[src/rtl/dfc_pkg.sv]
// Purpose: Shared constants for the decimation filter configuration block
// Assumes: AXI4-Lite, 32-bit data, word registers at index*4
// Notes: Printed offsets are register indices, byte address is four times each
package dfc_pkg;
  // ----------------------------------------------------------------
  // Register indices, lane count and address width
  // ----------------------------------------------------------------
  localparam logic [7:0] IDX_SETUP = 8'h20;
  localparam logic [7:0] IDX_GAIN0 = 8'h21;
  localparam logic [7:0] IDX_OFST0 = 8'h25;
  localparam int NUM_LANES = 4;
  localparam int AW = 10;
  // ----------------------------------------------------------------
  // Setup register layout
  // ----------------------------------------------------------------
  localparam logic [23:0] SETUP_RESET = 24'h00_0000;
  localparam logic [23:0] SETUP_MASK = 24'h1F_7773;
  localparam int LANE_LSB = 0;
  localparam int RATE_LSB = 4;
  localparam int STAGE_LSB = 8;
  localparam int GAIN_EN_BIT = 12;
  localparam int OFST_EN_BIT = 13;
  localparam int TRIM_EN_BIT = 14;
  localparam int SHIFT_LSB = 16;
  localparam logic [23:0] WORD_RESET = 24'h00_0000;
  // Decoded control values for an all-zero setup word
  localparam logic [3:0] LANE_RESET = 4'hF;
  localparam logic [7:0] RATE_RESET = 8'h01;
  localparam logic [5:0] STAGE_RESET = 6'h01;
  // ----------------------------------------------------------------
  // Stage codes
  // ----------------------------------------------------------------
  localparam logic [2:0] STAGE_SINC = 3'h0;
  localparam logic [2:0] STAGE_IIR3 = 3'h5;
  // AXI responses
  localparam logic [1:0] RESP_OKAY = 2'h0;
  localparam logic [1:0] RESP_SLVERR = 2'h2;
endpackage

[src/rtl/dfc_top.sv]
// Purpose: Setup, gain and offset registers of a decimation filter chain
// Assumes: Single clock, AXI4-Lite master keeps the channel handshake rules
// Notes: Lane, rate and stage outputs are registered decodes; the other controls come straight off the stored fields
//
// Decided for this implementation: the AXI4-Lite register port.
`timescale 1ns/1ps
// Behaviour
// RQ1: rate field selects output word rate
// RQ2: stage field selects output filter stage
// RQ3: lane field selects active channels
// RQ4: gain enable applies per-channel gain words
// RQ5: offset enable applies per-channel offset words
// RQ6: autotrim enable runs offset calibration
// RQ7: shift field sets calibration sensitivity
// RQ8: reserved setup bits read zero
// RQ9: four gain words at consecutive addresses
// RQ10: four offset words at consecutive addresses
// RQ11: reset clears all fields
module dfc_top (
  // Clock and reset
  input wire logic CLK_SYS,
  input wire logic RESET_N,
  // AXI4-Lite write address
  input wire logic [9:0] S_AXI_AWADDR,
  input wire logic S_AXI_AWVALID,
  output logic S_AXI_AWREADY,
  // AXI4-Lite write data
  input wire logic [31:0] S_AXI_WDATA,
  input wire logic [3:0] S_AXI_WSTRB,
  input wire logic S_AXI_WVALID,
  output logic S_AXI_WREADY,
  // AXI4-Lite write response
  output logic [1:0] S_AXI_BRESP,
  output logic S_AXI_BVALID,
  input wire logic S_AXI_BREADY,
  // AXI4-Lite read address
  input wire logic [9:0] S_AXI_ARADDR,
  input wire logic S_AXI_ARVALID,
  output logic S_AXI_ARREADY,
  // AXI4-Lite read data
  output logic [31:0] S_AXI_RDATA,
  output logic [1:0] S_AXI_RRESP,
  output logic S_AXI_RVALID,
  input wire logic S_AXI_RREADY,
  // Filter chain controls
  output logic [3:0] LANE_ENABLE,
  output logic [7:0] RATE_ONEHOT,
  output logic [5:0] STAGE_ONEHOT,
  output logic STAGE_RESERVED,
  output logic GAIN_CORRECT_ON,
  output logic OFFSET_CORRECT_ON,
  output logic AUTOTRIM_RUN,
  output logic [4:0] TRIM_SHIFT,
  output logic [95:0] GAIN_WORDS,
  output logic [95:0] OFFSET_WORDS
);
  // ----------------------------------------------------------------
  // Helpers
  // ----------------------------------------------------------------
  // Merge a 24-bit word with a write under byte strobes
  // Strobe 3 is ignored because only the low 24 bits are stored
  function automatic logic [23:0] merge(input logic [23:0] old, input logic [31:0] wd,
                                        input logic [3:0] st);
    logic [23:0] r;
    r = old;
    for (int b = 0; b < 3; b++) begin
      if (st[b]) begin
        r[b*8 +: 8] = wd[b*8 +: 8];
      end
    end
    return r;
  endfunction
  // Word index of a byte address, used on both channels
  // Low address bits are dropped, so an unaligned request hits its word
  function automatic logic [7:0] word_idx(input logic [9:0] a);
    return a[9:2];
  endfunction

  // ----------------------------------------------------------------
  // State
  // ----------------------------------------------------------------
  logic [23:0] setup_r, setup_nxt; // Filter setup word
  logic [23:0] gain_r [4]; // Per-lane gain words
  logic [23:0] gain_nxt [4];
  logic [23:0] ofst_r [4]; // Per-lane offset words
  logic [23:0] ofst_nxt [4];
  logic [9:0] awaddr_r, awaddr_nxt; // Captured write address
  logic aw_have_r, aw_have_nxt; // Write address held
  logic [31:0] wdata_r, wdata_nxt; // Captured write data
  logic [3:0] wstrb_r, wstrb_nxt;
  logic w_have_r, w_have_nxt; // Write data held
  // Write response
  logic bvalid_r, bvalid_nxt;
  logic [1:0] bresp_r, bresp_nxt;
  // Read answer
  logic rvalid_r, rvalid_nxt;
  logic [31:0] rdata_r, rdata_nxt;
  logic [1:0] rresp_r, rresp_nxt;
  // Ready flags kept as flops so the bus outputs carry no gate
  logic awready_r, awready_nxt; // Write address slot free
  logic wready_r, wready_nxt; // Write data slot free
  logic arready_r, arready_nxt; // No read answer pending
  // Registered decodes
  logic [3:0] lane_r;
  logic [7:0] rate_r;
  logic [5:0] stage_r;
  logic stage_res_r;
  // Decoder outputs
  logic [3:0] lane_d;
  logic [7:0] rate_d;
  logic [5:0] stage_d;
  logic stage_res_d;
  logic do_write; // Both halves of a write present
  logic [7:0] widx, ridx;

  // ----------------------------------------------------------------
  // Field decoder
  // ----------------------------------------------------------------
  // Decoding sits behind setup_r, and its results are registered again
  dfc_decode u_decode (
    .lane_count(setup_r[dfc_pkg::LANE_LSB +: 2]),
    .rate_sel(setup_r[dfc_pkg::RATE_LSB +: 3]),
    .stage_sel(setup_r[dfc_pkg::STAGE_LSB +: 3]),
    .lane_en(lane_d),
    .rate_onehot(rate_d),
    .stage_onehot(stage_d),
    .stage_reserved(stage_res_d)
  );

  // ----------------------------------------------------------------
  // Next-state logic
  // ----------------------------------------------------------------
  // Address and data may arrive in either order; each is held until the
  // response is accepted, so one write is in flight at a time.
  always_comb begin
    awaddr_nxt = awaddr_r;
    aw_have_nxt = aw_have_r;
    wdata_nxt = wdata_r;
    wstrb_nxt = wstrb_r;
    w_have_nxt = w_have_r;
    bvalid_nxt = bvalid_r;
    bresp_nxt = bresp_r;
    rvalid_nxt = rvalid_r;
    rdata_nxt = rdata_r;
    rresp_nxt = rresp_r;
    setup_nxt = setup_r;
    gain_nxt = gain_r;
    ofst_nxt = ofst_r;
    // Write index comes from the held address, read index from the live one
    widx = word_idx(awaddr_r);
    ridx = word_idx(S_AXI_ARADDR);
    // Capture halves of the write
    if (S_AXI_AWVALID && !aw_have_r) begin
      awaddr_nxt = S_AXI_AWADDR;
      aw_have_nxt = 1'b1;
    end
    if (S_AXI_WVALID && !w_have_r) begin
      wdata_nxt = S_AXI_WDATA;
      wstrb_nxt = S_AXI_WSTRB;
      w_have_nxt = 1'b1;
    end
    // Commit once both halves are held and no answer is pending
    do_write = aw_have_r && w_have_r && !bvalid_r;
    if (do_write) begin
      bvalid_nxt = 1'b1;
      bresp_nxt = dfc_pkg::RESP_OKAY;
      if (widx == dfc_pkg::IDX_SETUP) begin
        // RQ8: reserved bits never stored
        setup_nxt = merge(setup_r, wdata_r, wstrb_r) & dfc_pkg::SETUP_MASK;
      end else if (widx >= dfc_pkg::IDX_GAIN0 && widx < dfc_pkg::IDX_OFST0) begin
        // RQ9: gain word per lane
        gain_nxt[2'(widx - dfc_pkg::IDX_GAIN0)] =
          merge(gain_r[2'(widx - dfc_pkg::IDX_GAIN0)], wdata_r, wstrb_r);
      end else if (widx >= dfc_pkg::IDX_OFST0 && widx < dfc_pkg::IDX_OFST0 + 8'h04) begin
        // RQ10: offset word per lane
        ofst_nxt[2'(widx - dfc_pkg::IDX_OFST0)] =
          merge(ofst_r[2'(widx - dfc_pkg::IDX_OFST0)], wdata_r, wstrb_r);
      end else begin
        // Unmapped address
        bresp_nxt = dfc_pkg::RESP_SLVERR;
      end
    end
    // Response accepted frees the write path
    if (bvalid_r && S_AXI_BREADY) begin
      bvalid_nxt = 1'b0;
      aw_have_nxt = 1'b0;
      w_have_nxt = 1'b0;
    end
    // A read taken in the cycle a write commits returns the older value
    // Read: take address when no answer pending
    if (rvalid_r && S_AXI_RREADY) begin
      rvalid_nxt = 1'b0;
    end else if (S_AXI_ARVALID && !rvalid_r) begin
      rvalid_nxt = 1'b1;
      rresp_nxt = dfc_pkg::RESP_OKAY;
      // Unmapped reads answer zero with an error response
      rdata_nxt = 32'h0000_0000;
      if (ridx == dfc_pkg::IDX_SETUP) begin
        // RQ8: reserved positions read zero
        rdata_nxt = {8'h00, setup_r & dfc_pkg::SETUP_MASK};
      end else if (ridx >= dfc_pkg::IDX_GAIN0 && ridx < dfc_pkg::IDX_OFST0) begin
        rdata_nxt = {8'h00, gain_r[2'(ridx - dfc_pkg::IDX_GAIN0)]};
      end else if (ridx >= dfc_pkg::IDX_OFST0 && ridx < dfc_pkg::IDX_OFST0 + 8'h04) begin
        rdata_nxt = {8'h00, ofst_r[2'(ridx - dfc_pkg::IDX_OFST0)]};
      end else begin
        rresp_nxt = dfc_pkg::RESP_SLVERR;
      end
    end
    // Ready follows the slot state it will have after this edge
    awready_nxt = !aw_have_nxt;
    wready_nxt = !w_have_nxt;
    arready_nxt = !rvalid_nxt;
  end

  // ----------------------------------------------------------------
  // Registers
  // ----------------------------------------------------------------
  always_ff @(posedge CLK_SYS or negedge RESET_N) begin
    if (!RESET_N) begin
      // RQ11: all fields cleared
      setup_r <= dfc_pkg::SETUP_RESET;
      for (int i = 0; i < dfc_pkg::NUM_LANES; i++) begin
        gain_r[i] <= dfc_pkg::WORD_RESET;
        ofst_r[i] <= dfc_pkg::WORD_RESET;
      end
      // Bus state idle
      awaddr_r <= 10'h000;
      aw_have_r <= 1'b0;
      wdata_r <= 32'h0000_0000;
      wstrb_r <= 4'h0;
      w_have_r <= 1'b0;
      bvalid_r <= 1'b0;
      bresp_r <= 2'h0;
      rvalid_r <= 1'b0;
      rdata_r <= 32'h0000_0000;
      rresp_r <= 2'h0;
      // Slots start free so the first request is taken at once
      awready_r <= 1'b1;
      wready_r <= 1'b1;
      arready_r <= 1'b1;
      // Decodes of an all-zero setup word
      lane_r <= dfc_pkg::LANE_RESET;
      rate_r <= dfc_pkg::RATE_RESET;
      stage_r <= dfc_pkg::STAGE_RESET;
      stage_res_r <= 1'b0;
    end else begin
      // Every register loads its next value on each edge
      setup_r <= setup_nxt;
      gain_r <= gain_nxt;
      ofst_r <= ofst_nxt;
      awaddr_r <= awaddr_nxt;
      aw_have_r <= aw_have_nxt;
      wdata_r <= wdata_nxt;
      wstrb_r <= wstrb_nxt;
      w_have_r <= w_have_nxt;
      bvalid_r <= bvalid_nxt;
      bresp_r <= bresp_nxt;
      rvalid_r <= rvalid_nxt;
      rdata_r <= rdata_nxt;
      rresp_r <= rresp_nxt;
      awready_r <= awready_nxt;
      wready_r <= wready_nxt;
      arready_r <= arready_nxt;
      // Decoded controls lag the setup word by one cycle
      lane_r <= lane_d;
      rate_r <= rate_d;
      stage_r <= stage_d;
      stage_res_r <= stage_res_d;
    end
  end

  // ----------------------------------------------------------------
  // Outputs
  // ----------------------------------------------------------------
  // Ready is high while the half is not yet held; held halves stall the master
  assign S_AXI_AWREADY = awready_r;
  assign S_AXI_WREADY = wready_r;
  assign S_AXI_BVALID = bvalid_r;
  assign S_AXI_BRESP = bresp_r;
  assign S_AXI_ARREADY = arready_r;
  assign S_AXI_RVALID = rvalid_r;
  assign S_AXI_RDATA = rdata_r;
  assign S_AXI_RRESP = rresp_r;
  // RQ3: lane enables
  assign LANE_ENABLE = lane_r;
  // RQ1: word rate select
  assign RATE_ONEHOT = rate_r;
  // RQ2: stage select
  assign STAGE_ONEHOT = stage_r;
  assign STAGE_RESERVED = stage_res_r;
  // Correction enables come straight off the stored setup bits
  // RQ4: gain correction enable
  assign GAIN_CORRECT_ON = setup_r[dfc_pkg::GAIN_EN_BIT];
  // RQ5: offset correction enable
  assign OFFSET_CORRECT_ON = setup_r[dfc_pkg::OFST_EN_BIT];
  // RQ6: calibration run enable
  assign AUTOTRIM_RUN = setup_r[dfc_pkg::TRIM_EN_BIT];
  // RQ7: sensitivity exponent
  assign TRIM_SHIFT = setup_r[dfc_pkg::SHIFT_LSB +: 5];
  // Correction words flattened, lane 0 lowest
  genvar g;
  generate
    for (g = 0; g < 4; g++) begin : g_words
      assign GAIN_WORDS[g*24 +: 24] = gain_r[g];
      assign OFFSET_WORDS[g*24 +: 24] = ofst_r[g];
    end
  endgenerate
endmodule

[src/rtl/dfc_decode.sv]
// Purpose: Decode setup fields into lane enables and rate/stage one-hots
// Assumes: Pure combinational, inputs from registers on the same clock
// Notes: Reserved stage codes yield no stage selected
`timescale 1ns/1ps
module dfc_decode (
  // Setup fields
  input wire logic [1:0] lane_count,
  input wire logic [2:0] rate_sel,
  input wire logic [2:0] stage_sel,
  // Decoded controls
  output logic [3:0] lane_en,
  output logic [7:0] rate_onehot,
  output logic [5:0] stage_onehot,
  output logic stage_reserved
);
  // ----------------------------------------------------------------
  // Decoding
  // ----------------------------------------------------------------
  always_comb begin
    // RQ3: lane enable map
    case (lane_count)
      2'h0: lane_en = 4'hF;
      2'h1: lane_en = 4'h1;
      2'h2: lane_en = 4'h3;
      default: lane_en = 4'h7;
    endcase
    // RQ1: rate code one-hot
    rate_onehot = 8'h01 << rate_sel;
    // RQ2: stage select, reserved codes select nothing
    stage_reserved = (stage_sel > dfc_pkg::STAGE_IIR3);
    stage_onehot = stage_reserved ? 6'h00 : 6'(6'h01 << stage_sel);
  end
endmodule

[config.mk]
export PLATFORM = sky130hd
export DESIGN_NAME = dfc_top
export DESIGN_NICKNAME = d
export VERILOG_FILES = /design/src/rtl/dfc_pkg.sv /design/src/rtl/dfc_top.sv /design/src/rtl/dfc_decode.sv
export SDC_FILE = /design/constraint.sdc
export NUM_CORES = 1
export LEC_CHECK = 0
export CAP_MARGIN = 20
export CORE_MARGIN = 4
export CORE_UTILIZATION = 30
export DETAILED_ROUTE_END_ITERATION = 16
export DONT_BUFFER_PORTS = 1
export SLEW_MARGIN = 20
export SYNTH_ARGS = -nofsm -noshare
export SYNTH_HDL_FRONTEND = slang
export SYNTH_SLANG_ARGS = --single-unit
[constraint.sdc]
create_clock -name CLK_SYS -period 2.8 [get_ports CLK_SYS]
set_input_delay 0.14 -clock CLK_SYS [delete_from_list [all_inputs] [get_ports CLK_SYS]]
set_output_delay 0.14 -clock CLK_SYS [all_outputs]
set_load 0.1 [all_outputs]
# Word-level counts from Yosys, hierarchy flattened
# Cells that the tools add are included.
# classes
n_addsub,4
order_cmp,15
n_eq_ne,4
n_shift,2
n_mux,64
n_bitwise,7
reduce_logical,28
# ops
operator,n
24-bit 2-to-1 mux,13
8-bit 2-to-1 mux,27
24-bit binary-select mux with 2-bit select,4
96-bit bitwise mux,2
24-bit demux with 2-bit select,2
8-bit by 6-bit >= comparator with 1-bit output (second input constant),4
8-bit by 6-bit < comparator with 1-bit output (second input constant),4
8-bit by 6-bit == test with 1-bit output (second input constant),2
1-bit logical AND,13
3-bit >= comparator (second input constant),4
2-bit 2-to-1 mux,6
2-bit NOT with 3-bit output,4
4-bit one-hot mux with 3 select lines,1
3-bit AND reduction,4
1-bit 2-to-1 mux,8
1-bit by 3-bit << shifter with 8-bit output (first input constant),1
2-bit by 1-bit subtractor with 2-bit output (second input constant),4
1-bit logical NOT,7
3-bit by 1-bit < comparator with 1-bit output (second input constant),2
6-bit 2-to-1 mux,1
1-bit by 3-bit << shifter with 6-bit output (first input constant),1
4-bit AND reduction,1
3-bit greater-than comparator (second input constant),1
1-bit NOT,3
5 further kinds,5
# totals
ff_bits,307
in_bits,63
out_inout_bits,260
elab_cells,152

# Depth between registers and ports, before layout
# Gate-level depths: netlist of the first run.
# logic_depth
ltp_word,11
ltp_mapped,10
mapped_depth_nobuf,6

# Modules after synthesis
# From an unflattened synthesis of the first run, not the netlist that was laid out.
# unflattened
cells_unflattened,1109
area_unflattened_um2,14156.1
# modules_own_cells
mod,instances,cells_per_inst,area_each_um2,seq_area_each_um2
dfc_top,1,1086,13988.4,7393.3
dfc_decode,1,23,167.7,0.0

# Worst setup path before layout of the first run
# No wires, ideal clock.
# synth_path
path_kind,input port to flip-flop
from,input S_AXI_ARADDR[2]
to,register rdata_r[12] (netlist: S_AXI_RDATA[12])
setup_time_ps,126
arrival_time_ps,2469
t_required_ps,2674
path_slack_ps,205
stages,10
path_buffers,5
path_cell_list,clkbuf_1 -> buf_2 -> buf_2 -> inv_1 -> ha_1 -> clkbuf_1 -> clkbuf_1 -> mux4_2 -> a22oi_1 -> nand2_1
# synth_via
elab_chain_cells,8
word_cells_on_any_way,20
classes_between,add/sub: 2; order compare: 4; eq/ne: 1; mux: 9; bitwise: 2; reduce/logical: 2
# synth_rtl
element,line_no,text
from (decl),dfc_top.sv:37,"input wire logic [9:0] S_AXI_ARADDR,"
2-bit by 1-bit subtractor with 2-bit output,"dfc_top.sv:202, dfc_top.sv:204",
2-bit NOT with 3-bit output (implied by the code),"dfc_top.sv:202, dfc_top.sv:204",
24-bit binary-select mux with 2-bit select,dfc_top.sv:204,"rdata_nxt = {8'h00, ofst_r[2'(ridx - dfc_pkg::IDX_OFST0)]};"
24-bit 2-to-1 mux (implied by the code) (2 in a row),dfc_top.sv:204,
24-bit 2-to-1 mux,dfc_top.sv:203,end else if (ridx >= dfc_pkg::IDX_OFST0 && ridx < dfc_pkg::IDX_OFST0 + 8'h04) begin
24-bit 2-to-1 mux,dfc_top.sv:201,end else if (ridx >= dfc_pkg::IDX_GAIN0 && ridx < dfc_pkg::IDX_OFST0) begin
24-bit 2-to-1 mux *,dfc_top.sv:198,if (ridx == dfc_pkg::IDX_SETUP) begin
to (signal assigned),dfc_top.sv:259,rdata_r <= rdata_nxt;
to (decl),dfc_top.sv:97,"logic [31:0] rdata_r, rdata_nxt;"
# Every way passes the cells marked *; elsewhere a longest branch is shown, timed or not. The select of a mux whose other input is x is not followed.
# A chain may end at the register's enable or synchronous reset.

# Final worst setup path of the first run
# layout_path
from,register awaddr_r[2]
to,"register ofst_r, in the netlist OFFSET_WORDS[37]"
# layout_via
elab_chain_cells,11
word_cells_on_any_way,26
classes_between,add/sub: 1; order compare: 6; eq/ne: 1; mux: 11; bitwise: 3; reduce/logical: 4
# layout_rtl
element,line_no,text
from (decl),dfc_top.sv:87,"logic [9:0] awaddr_r, awaddr_nxt;"
from (signal assigned),dfc_top.sv:251,awaddr_r <= awaddr_nxt;
2-bit by 1-bit subtractor with 2-bit output,"dfc_top.sv:176, dfc_top.sv:177",
2-bit NOT with 3-bit output (implied by the code),"dfc_top.sv:176, dfc_top.sv:177",
24-bit binary-select mux with 2-bit select,dfc_top.sv:177,"merge(ofst_r[2'(widx - dfc_pkg::IDX_OFST0)], wdata_r, wstrb_r);"
24-bit 2-to-1 mux (implied by the code) (2 in a row),dfc_top.sv:177,
8-bit 2-to-1 mux,dfc_top.sv:67,if (st[b]) begin
8-bit 2-to-1 mux,dfc_top.sv:174,end else if (widx >= dfc_pkg::IDX_OFST0 && widx < dfc_pkg::IDX_OFST0 + 8'h04) begin
8-bit 2-to-1 mux,dfc_top.sv:170,end else if (widx >= dfc_pkg::IDX_GAIN0 && widx < dfc_pkg::IDX_OFST0) begin
8-bit 2-to-1 mux,dfc_top.sv:167,if (widx == dfc_pkg::IDX_SETUP) begin
8-bit 2-to-1 mux,dfc_top.sv:164,if (do_write) begin
96-bit bitwise mux,dfc_top.sv:176,ofst_nxt[2'(widx - dfc_pkg::IDX_OFST0)] =
"to (signal, indexed assignment)",dfc_top.sv:224,ofst_r[i] <= dfc_pkg::WORD_RESET;
to (signal assigned),dfc_top.sv:250,ofst_r <= ofst_nxt;
to (decl),dfc_top.sv:85,logic [23:0] ofst_r [4];
# Several ways; a longest one is shown, not always the timed one. The select of a mux whose other input is x is not followed.

==> results of run 1 <==
-- cells in the mapped netlist (all sizes together) --
library cell	instances	area (µm²)
nor3b	7	52.55
o2111ai	3	26.28
dfstp	8	210.2
a31oi	1	6.260
o21ai	78	390.4
and3	2	13.77
mux2	145	1633
a21o	1	7.510
nand2	137	521.8
mux4	48	1081
clkbuf	47	176.4
buf	51	341.6
or4b	1	10.01
conb	2	7.510
a211oi	1	12.51
inv	13	48.80
or2	3	18.77
nor4b	5	118.9
nand2b	7	43.79
dfrtp	286	7157
o221a	24	270.3
a22oi	41	312.8
and3b	6	52.55
and4	1	10.01
nor2b	2	12.51
nor2	28	105.1
nor4	3	48.80
mux2i	96	960.9
o221ai	24	210.2
or3b	1	8.760
nor3	2	10.01
nand3b	1	7.510
ha	9	112.6
and2	1	6.260
xor2	1	8.760
a21oi	26	130.1
-- sequential cells by signal, summed over array words and instances (netlist names), 3 cells and up --
signal,cells
GAIN_WORDS,96
LANE_ENABLE,3
OFFSET_WORDS,96
RATE_ONEHOT,8
STAGE_ONEHOT,6
S_AXI_RDATA,24
awaddr_r,8
setup_r,16
wdata_r,24
wstrb_r,3
-- cells by family (layout without fill, tap and decap cells) --
group	Yosys count	after routing	share of synthesized area
AOI/OAI and AO/OA	199	199	0.09659
adders and majority gates	9	9	0.007961
xor gates and xnor gates	1	1	0.0006193
muxes	289	289	0.2598
other	2	11	0.0005309
buffers and inverters	111	318	0.04007
DFF	294	294	0.5208
and+or+nand+nor	207	207	0.07360
-- worst max-delay path: cells and delay by family (launching register included) --
family,cells,cell delay [ns]
AOI/OAI and AO/OA,2,0.26
adders and majority gates,1,0.22
DFF,1,0.49
buffers and inverters,2,0.45
and+or+nand+nor,2,0.92
-- timing repair --
| action | 4_1_cts | 5_1_grt |
|---|---|---|
| endpoints found under the hold margin | 361 | 294 |
| gates resized for setup | 0 | 0 |
| setup buffers | 0 | 0 |
-- worst max path at each step --
stage                          startpoint          endpoint  slack (ns)
after floorplan           S_AXI_ARADDR[2]   S_AXI_RDATA[12]        0.21
after global placement        awaddr_r[2]  OFFSET_WORDS[38]        0.41
after detailed placement      awaddr_r[2]    GAIN_WORDS[38]        0.32
after CTS                     awaddr_r[2]  OFFSET_WORDS[37]        0.29
after global routing          awaddr_r[2]  OFFSET_WORDS[36]        0.15
final                         awaddr_r[2]  OFFSET_WORDS[37]        0.31
-- area by class of cell --
| type | instances | area (µm²) | share of cell area |
|---|---|---|---|
| Sequential cell | 294 | 7367 | 0.4146 |
| Inverter | 13 | 48.80 | 0.002746 |
| Timing Repair Buffer | 237 | 1947 | 0.1096 |
| Tap cell | 607 | 759.5 | 0.04274 |
| Clock inverter | 15 | 198.9 | 0.01120 |
| Clock buffer | 53 | 1109 | 0.06239 |
| Multi-Input combinational cell | 716 | 6340 | 0.3568 |
-- power by group through the flow --
| stage | registers (mW) | logic [mW] | clock network (mW) |
|---|---|---|---|
| 2_1_floorplan | 8.77 | 3.64 | 0 |
| 3_3_place_gp | 7.07 | 7.10 | 0 |
| 3_5_place_dp | 7.10 | 7.21 | 0 |
| 4_1_cts | 7.03 | 7.32 | 5.23 |
| 5_1_grt | 7.13 | 7.69 | 5.38 |
| 6_report | 7.03 | 7.31 | 5.10 |
-- layer usage --
metal,vias up,global-route usage
li1,4469,-
met1,5245,0.2276
met2,388,0.3024
met3,75,0.05927
met4,0,0.05716
met5,-,0
==> results.md, run 1 <==
- Worst setup EP type: flip-flop
- Startpoint class of the critical path: flip-flop
- Worst Reg-to-Reg Cells: 7
- Pre-CTS setup slack: 0.3249 ns
- Clock power frac: 0.262
- Fillers: 4428
- DP Area: 15990 µm²
- DR pass1 iterations: 5
- Leakage: 8.279 nW
- Syn-to-layout area delta: 25.63%
- Initial antenna violation count: 1
- Area of the core: 46560 µm²
- Max-cap violation count: 0
- Design Area, Final: ~18000 µm²
- Crit share post-route: 0.8899
- Die Wd: 225.1 µm
- Layout Nets: 1371
- Gate Count Post-Synth: 1112
- Port Buffers: 0
- Final core occ: 0.3817
- Die area: 50690 µm²
- All-layer global routing usage: 0.1823
- Placed cells: 1822
- Clock Root Buffer: clkbuf_16
- Fin crit period: between 2 and 2.5 ns
- CTS tree: done
- Fin. max-slew vios: 0
- Yosys reg bits: 294
- Max Clock Freq: between 0.4 and 0.5 GHz
- Status: finished, violations left
- DP Wirelength: ~31000 µm
- Mapped Avg Cell Area: ~13 µm²
- Num CTS Buffers: 37
- First-pass GRT wire length: 69700 µm
- H-tree levels: 2
- Setup ws final: 0.3082 ns
- Final count of hold timing violations: 294
- GPL Wtd Cong: 0.7757
- Worst IR Drop VDD: 0.6912 mV
- I/O pins: 323
- Worst EP required: 3.21 ns
- Worst Tran Pin Value: 1.015 ns
- Design Power: ~20 mW
- Highest routed layer: met4
- Worst-Skew Late Latency: approximately 0.55 ns
- Hold slack: -0.7111 ns
- Setup Skew: 0.01413 ns
- Sink Count: just under 300
- Layout cell share with drive strength beyond 1: 0.3720
- RSZ-0062 raised after global routing: false
- Largest net degree at the start of global routing: 295
- Switching Power: between 8 and 9 mW
- Most frequent cells in the layout: dfrtp_1, buf_4, mux2_2
- Cells along the critical path: inv_1 -> ha_4 -> nor3b_1 -> o2111ai_4 -> buf_4 -> nand2_1 -> o21ai_0
- Hold_buf cts: 45
- DR vias/cell: 5.259
- Vias: between 10000 and 15000
- DR WL met3: 4061 µm
- Drt drc: 0
- Launch point of the worst reg-to-reg path: awaddr_r[2]
- Slowest CP cell: nor3b_1
- Failing checks: negative hold slack
- Final non-filler cell total: 1935
- CP Class: reg -> reg
- Pwr dens: 1094 nW/µm²
- Combinational power share: 0.376
- WL final: between 40000 and 50000 µm
- Die height: ~230 µm
- Reg2reg setup slack: 0.31 ns
- Sw Share: 0.4596
- Metal2 WL: between 20000 and 25000 µm
- DR WL/cell: 24.56 µm
- Yosys warning count: 0
- Commonest non-fill, non-tap cell in the layout: dfrtp_1
- Final setup vio count: 0
- M1 WL: 19350 µm
- Cell area after synthesis: 14140 µm²
- Drt initial violations: 651
- Diodes inserted: 0
- Gr ovfl total: 0
- Post-DRT Antenna Nets: 0
- Min-delay worst type: in -> async
- Setup TNS: 0 ns
- Worst-path clk slew: roughly 0.06 ns
- Site row count: 79
- Distinct cells, synth: 46
- Seq/Total Area, Yosys: 0.5208
- Max incr delay on CP: about 0.81 ns
- Critical path arrival: 2.90 ns
- Starting density of the core: 0.3038
- Reg power frac: 0.362
- Internal power: 10.51 mW
- Relative slew slack: 0.3232
- Max clock buf depth: 3
- Crit Path Max Fanout: 26
- Vias in the first global route: 10574
- Worst R2R End: OFFSET_WORDS[37]
Note: power is estimated with default switching activity, not from simulation.
==> inputs of run 2 (changes only) <==
Settings changed: CORE_MARGIN 4 to 2.
==> results.md, run 2 (synthesized netlist as in run 1, its figures left out) <==
- Crit share post-route: 0.9239
- Num CTS Buffers: 37
- Internal power: 10.46 mW
- Gr ovfl total: 0
- WL final: 47460 µm
- Worst-path clk slew: 0.06 ns
- CP Class: reg -> reg
- Pwr dens: 1087 nW/µm²
- Combinational power share: 0.390
- All-layer global routing usage: 0.1918
- Die area: 48900 µm²
- Worst setup EP type: flip-flop
- DP Wirelength: 31300 µm
- Worst-Skew Late Latency: 0.55 ns
- Vias in the first global route: 10423
- Max Clock Freq: 0.3866 GHz
- Port Buffers: 0
- Hold slack: -0.7102 ns
- Worst R2R End: OFFSET_WORDS[5]
- Min-delay worst type: in -> async
- Clock power frac: 0.258
- Critical path arrival: between 3 and 4 ns
- Commonest non-fill, non-tap cell in the layout: dfrtp_1
- Drt initial violations: 655
- Syn-to-layout area delta: 26.11%
- Initial antenna violation count: 0
- DR WL/cell: 24.37 µm
- Critical Path Start: awaddr_r[3]
- Worst EP required: 3.22 ns
- Failing checks: negative hold slack
- Status: finished, violations left
- I/O pins: 323
- Crit Path Max Fanout: 20
- GPL Wtd Cong: 0.8109
- Setup Skew: between 0.01 and 0.015 ns
- Post_cts resized: 0
- Setup ws final: 0.2131 ns
- Site row count: 79
- Worst Tran Pin Value: around 1.0 ns
- Layout cell share with drive strength beyond 1: 0.3776
- Sw Share: 0.4608
- Launch point of the worst reg-to-reg path: awaddr_r[3]
- Design Area, Final: 17840 µm²
- Max-cap violation count: 0
- RSZ-0062 raised after global routing: false
- DR vias/cell: 5.194
- DR pass1 iterations: 5
- Die height: 221.1 µm
- First-pass GRT wire length: 70440 µm
- Starting density of the core: 0.3038
- Max clock buf depth: 3
- Drt drc: 0
- Startpoint class of the critical path: flip-flop
- Diodes inserted: 0
- Pre-CTS setup slack: 0.1812 ns
- Final setup vio count: 0
- Final count of hold timing violations: 294
- Layout Nets: approximately 1400
- Relative slew slack: 0.3218
- Switching Power: about 8.9 mW
- Largest net degree at the start of global routing: 295
- Worst IR Drop VDD: 0.8386 mV
- CTS tree: done
- Setup TNS: 0 ns
- Final core occ: 0.3832
- Crit path to: OFFSET_WORDS[5]
- Vias: about 10000
- H-tree levels: 2
- Hold_buf cts: 46
- DP Area: 16080 µm²
- Clock Root Buffer: clkbuf_16
- Fin. max-slew vios: 0
- Fin crit period: 2.587 ns
- Reg2reg setup slack: 0.21 ns
- Area of the core: about 47000 µm²
- Leakage: 8.328 nW
- Sink Count: between 200 and 300
- Post-DRT Antenna Nets: 0
- Most frequent cells in the layout: dfrtp_1, buf_4, mux2_2
- Worst Reg-to-Reg Cells: 7
- Die Wd: 221.1 µm
- Total setup buffers inserted after CTS: 0
- Reg power frac: 0.352
run 2: per-layer routing:
| metal | vias up | track usage | share of wire |
|---|---|---|---|
| met3 | 82 | 0.05125 | 0.069 |
| met4 | 0 | 0.07447 | 0.030 |
| met2 | 346 | 0.3092 | 0.47 |
| met5 | - | 0 | 0 |
| li1 | 4475 | - | - |
| met1 | 5209 | 0.2458 | 0.43 |
run 2: how the worst min path moves through the flow:
stage	start	end	slack, ns
4_1_cts	RESET_N	setup_r[6]	-0.74
3_5_place_dp	RESET_N	RATE_ONEHOT[4]	-0.15
5_1_grt	RESET_N	RATE_ONEHOT[4]	-0.73
2_1_floorplan	RESET_N	GAIN_WORDS[0]	-0.16
3_3_place_gp	RESET_N	GAIN_WORDS[4]	-0.15
6_report	RESET_N	RATE_ONEHOT[5]	-0.71
run 2: area by class of cell:
| type | count | area (µm²) |
|---|---|---|
| inverter | 13 | 48.80 |
| clock buffer | 52 | 1105 |
| clock inverter | 16 | 178.9 |
| sequential | 294 | 7367 |
| fill | 4417 | 28720 |
| timing repair buffer | 249 | 2039 |
| tap | 607 | 759.5 |
| multi-input combinational | 716 | 6340 |
run 2: power groups by stage:
stage	Combinational [mW]	Sequential [mW]	Clock, mW
floorplan	3.64	8.77	0
global placement	7.36	6.87	0
detailed placement	7.45	6.90	0
CTS	7.55	6.82	5.15
global route	7.92	6.93	5.29
finish	7.56	6.82	5.01
run 2: critical path, stage by stage, from the launching register on:
cell and delay, ns:
dfrtp_1 0.36, inv_1 0.12, ha_4 0.20, nor3b_1 0.81, o2111ai_4 0.40, buf_4 0.35, nand2_1 0.09, o21ai_0 0.10
run 2: stage by stage:
step | std cells | hold WS [ns] | power, mW
3_3_place_gp | 1833 | -0.1505 | 14.22
5_1_grt | 1947 | -0.7311 | 20.14
6_report | 1947 | -0.7102 | 19.39
4_1_cts | 1947 | -0.7433 | 19.52
3_5_place_dp | 1833 | -0.1498 | 14.35
2_1_floorplan | 1121 | -0.1556 | 12.42
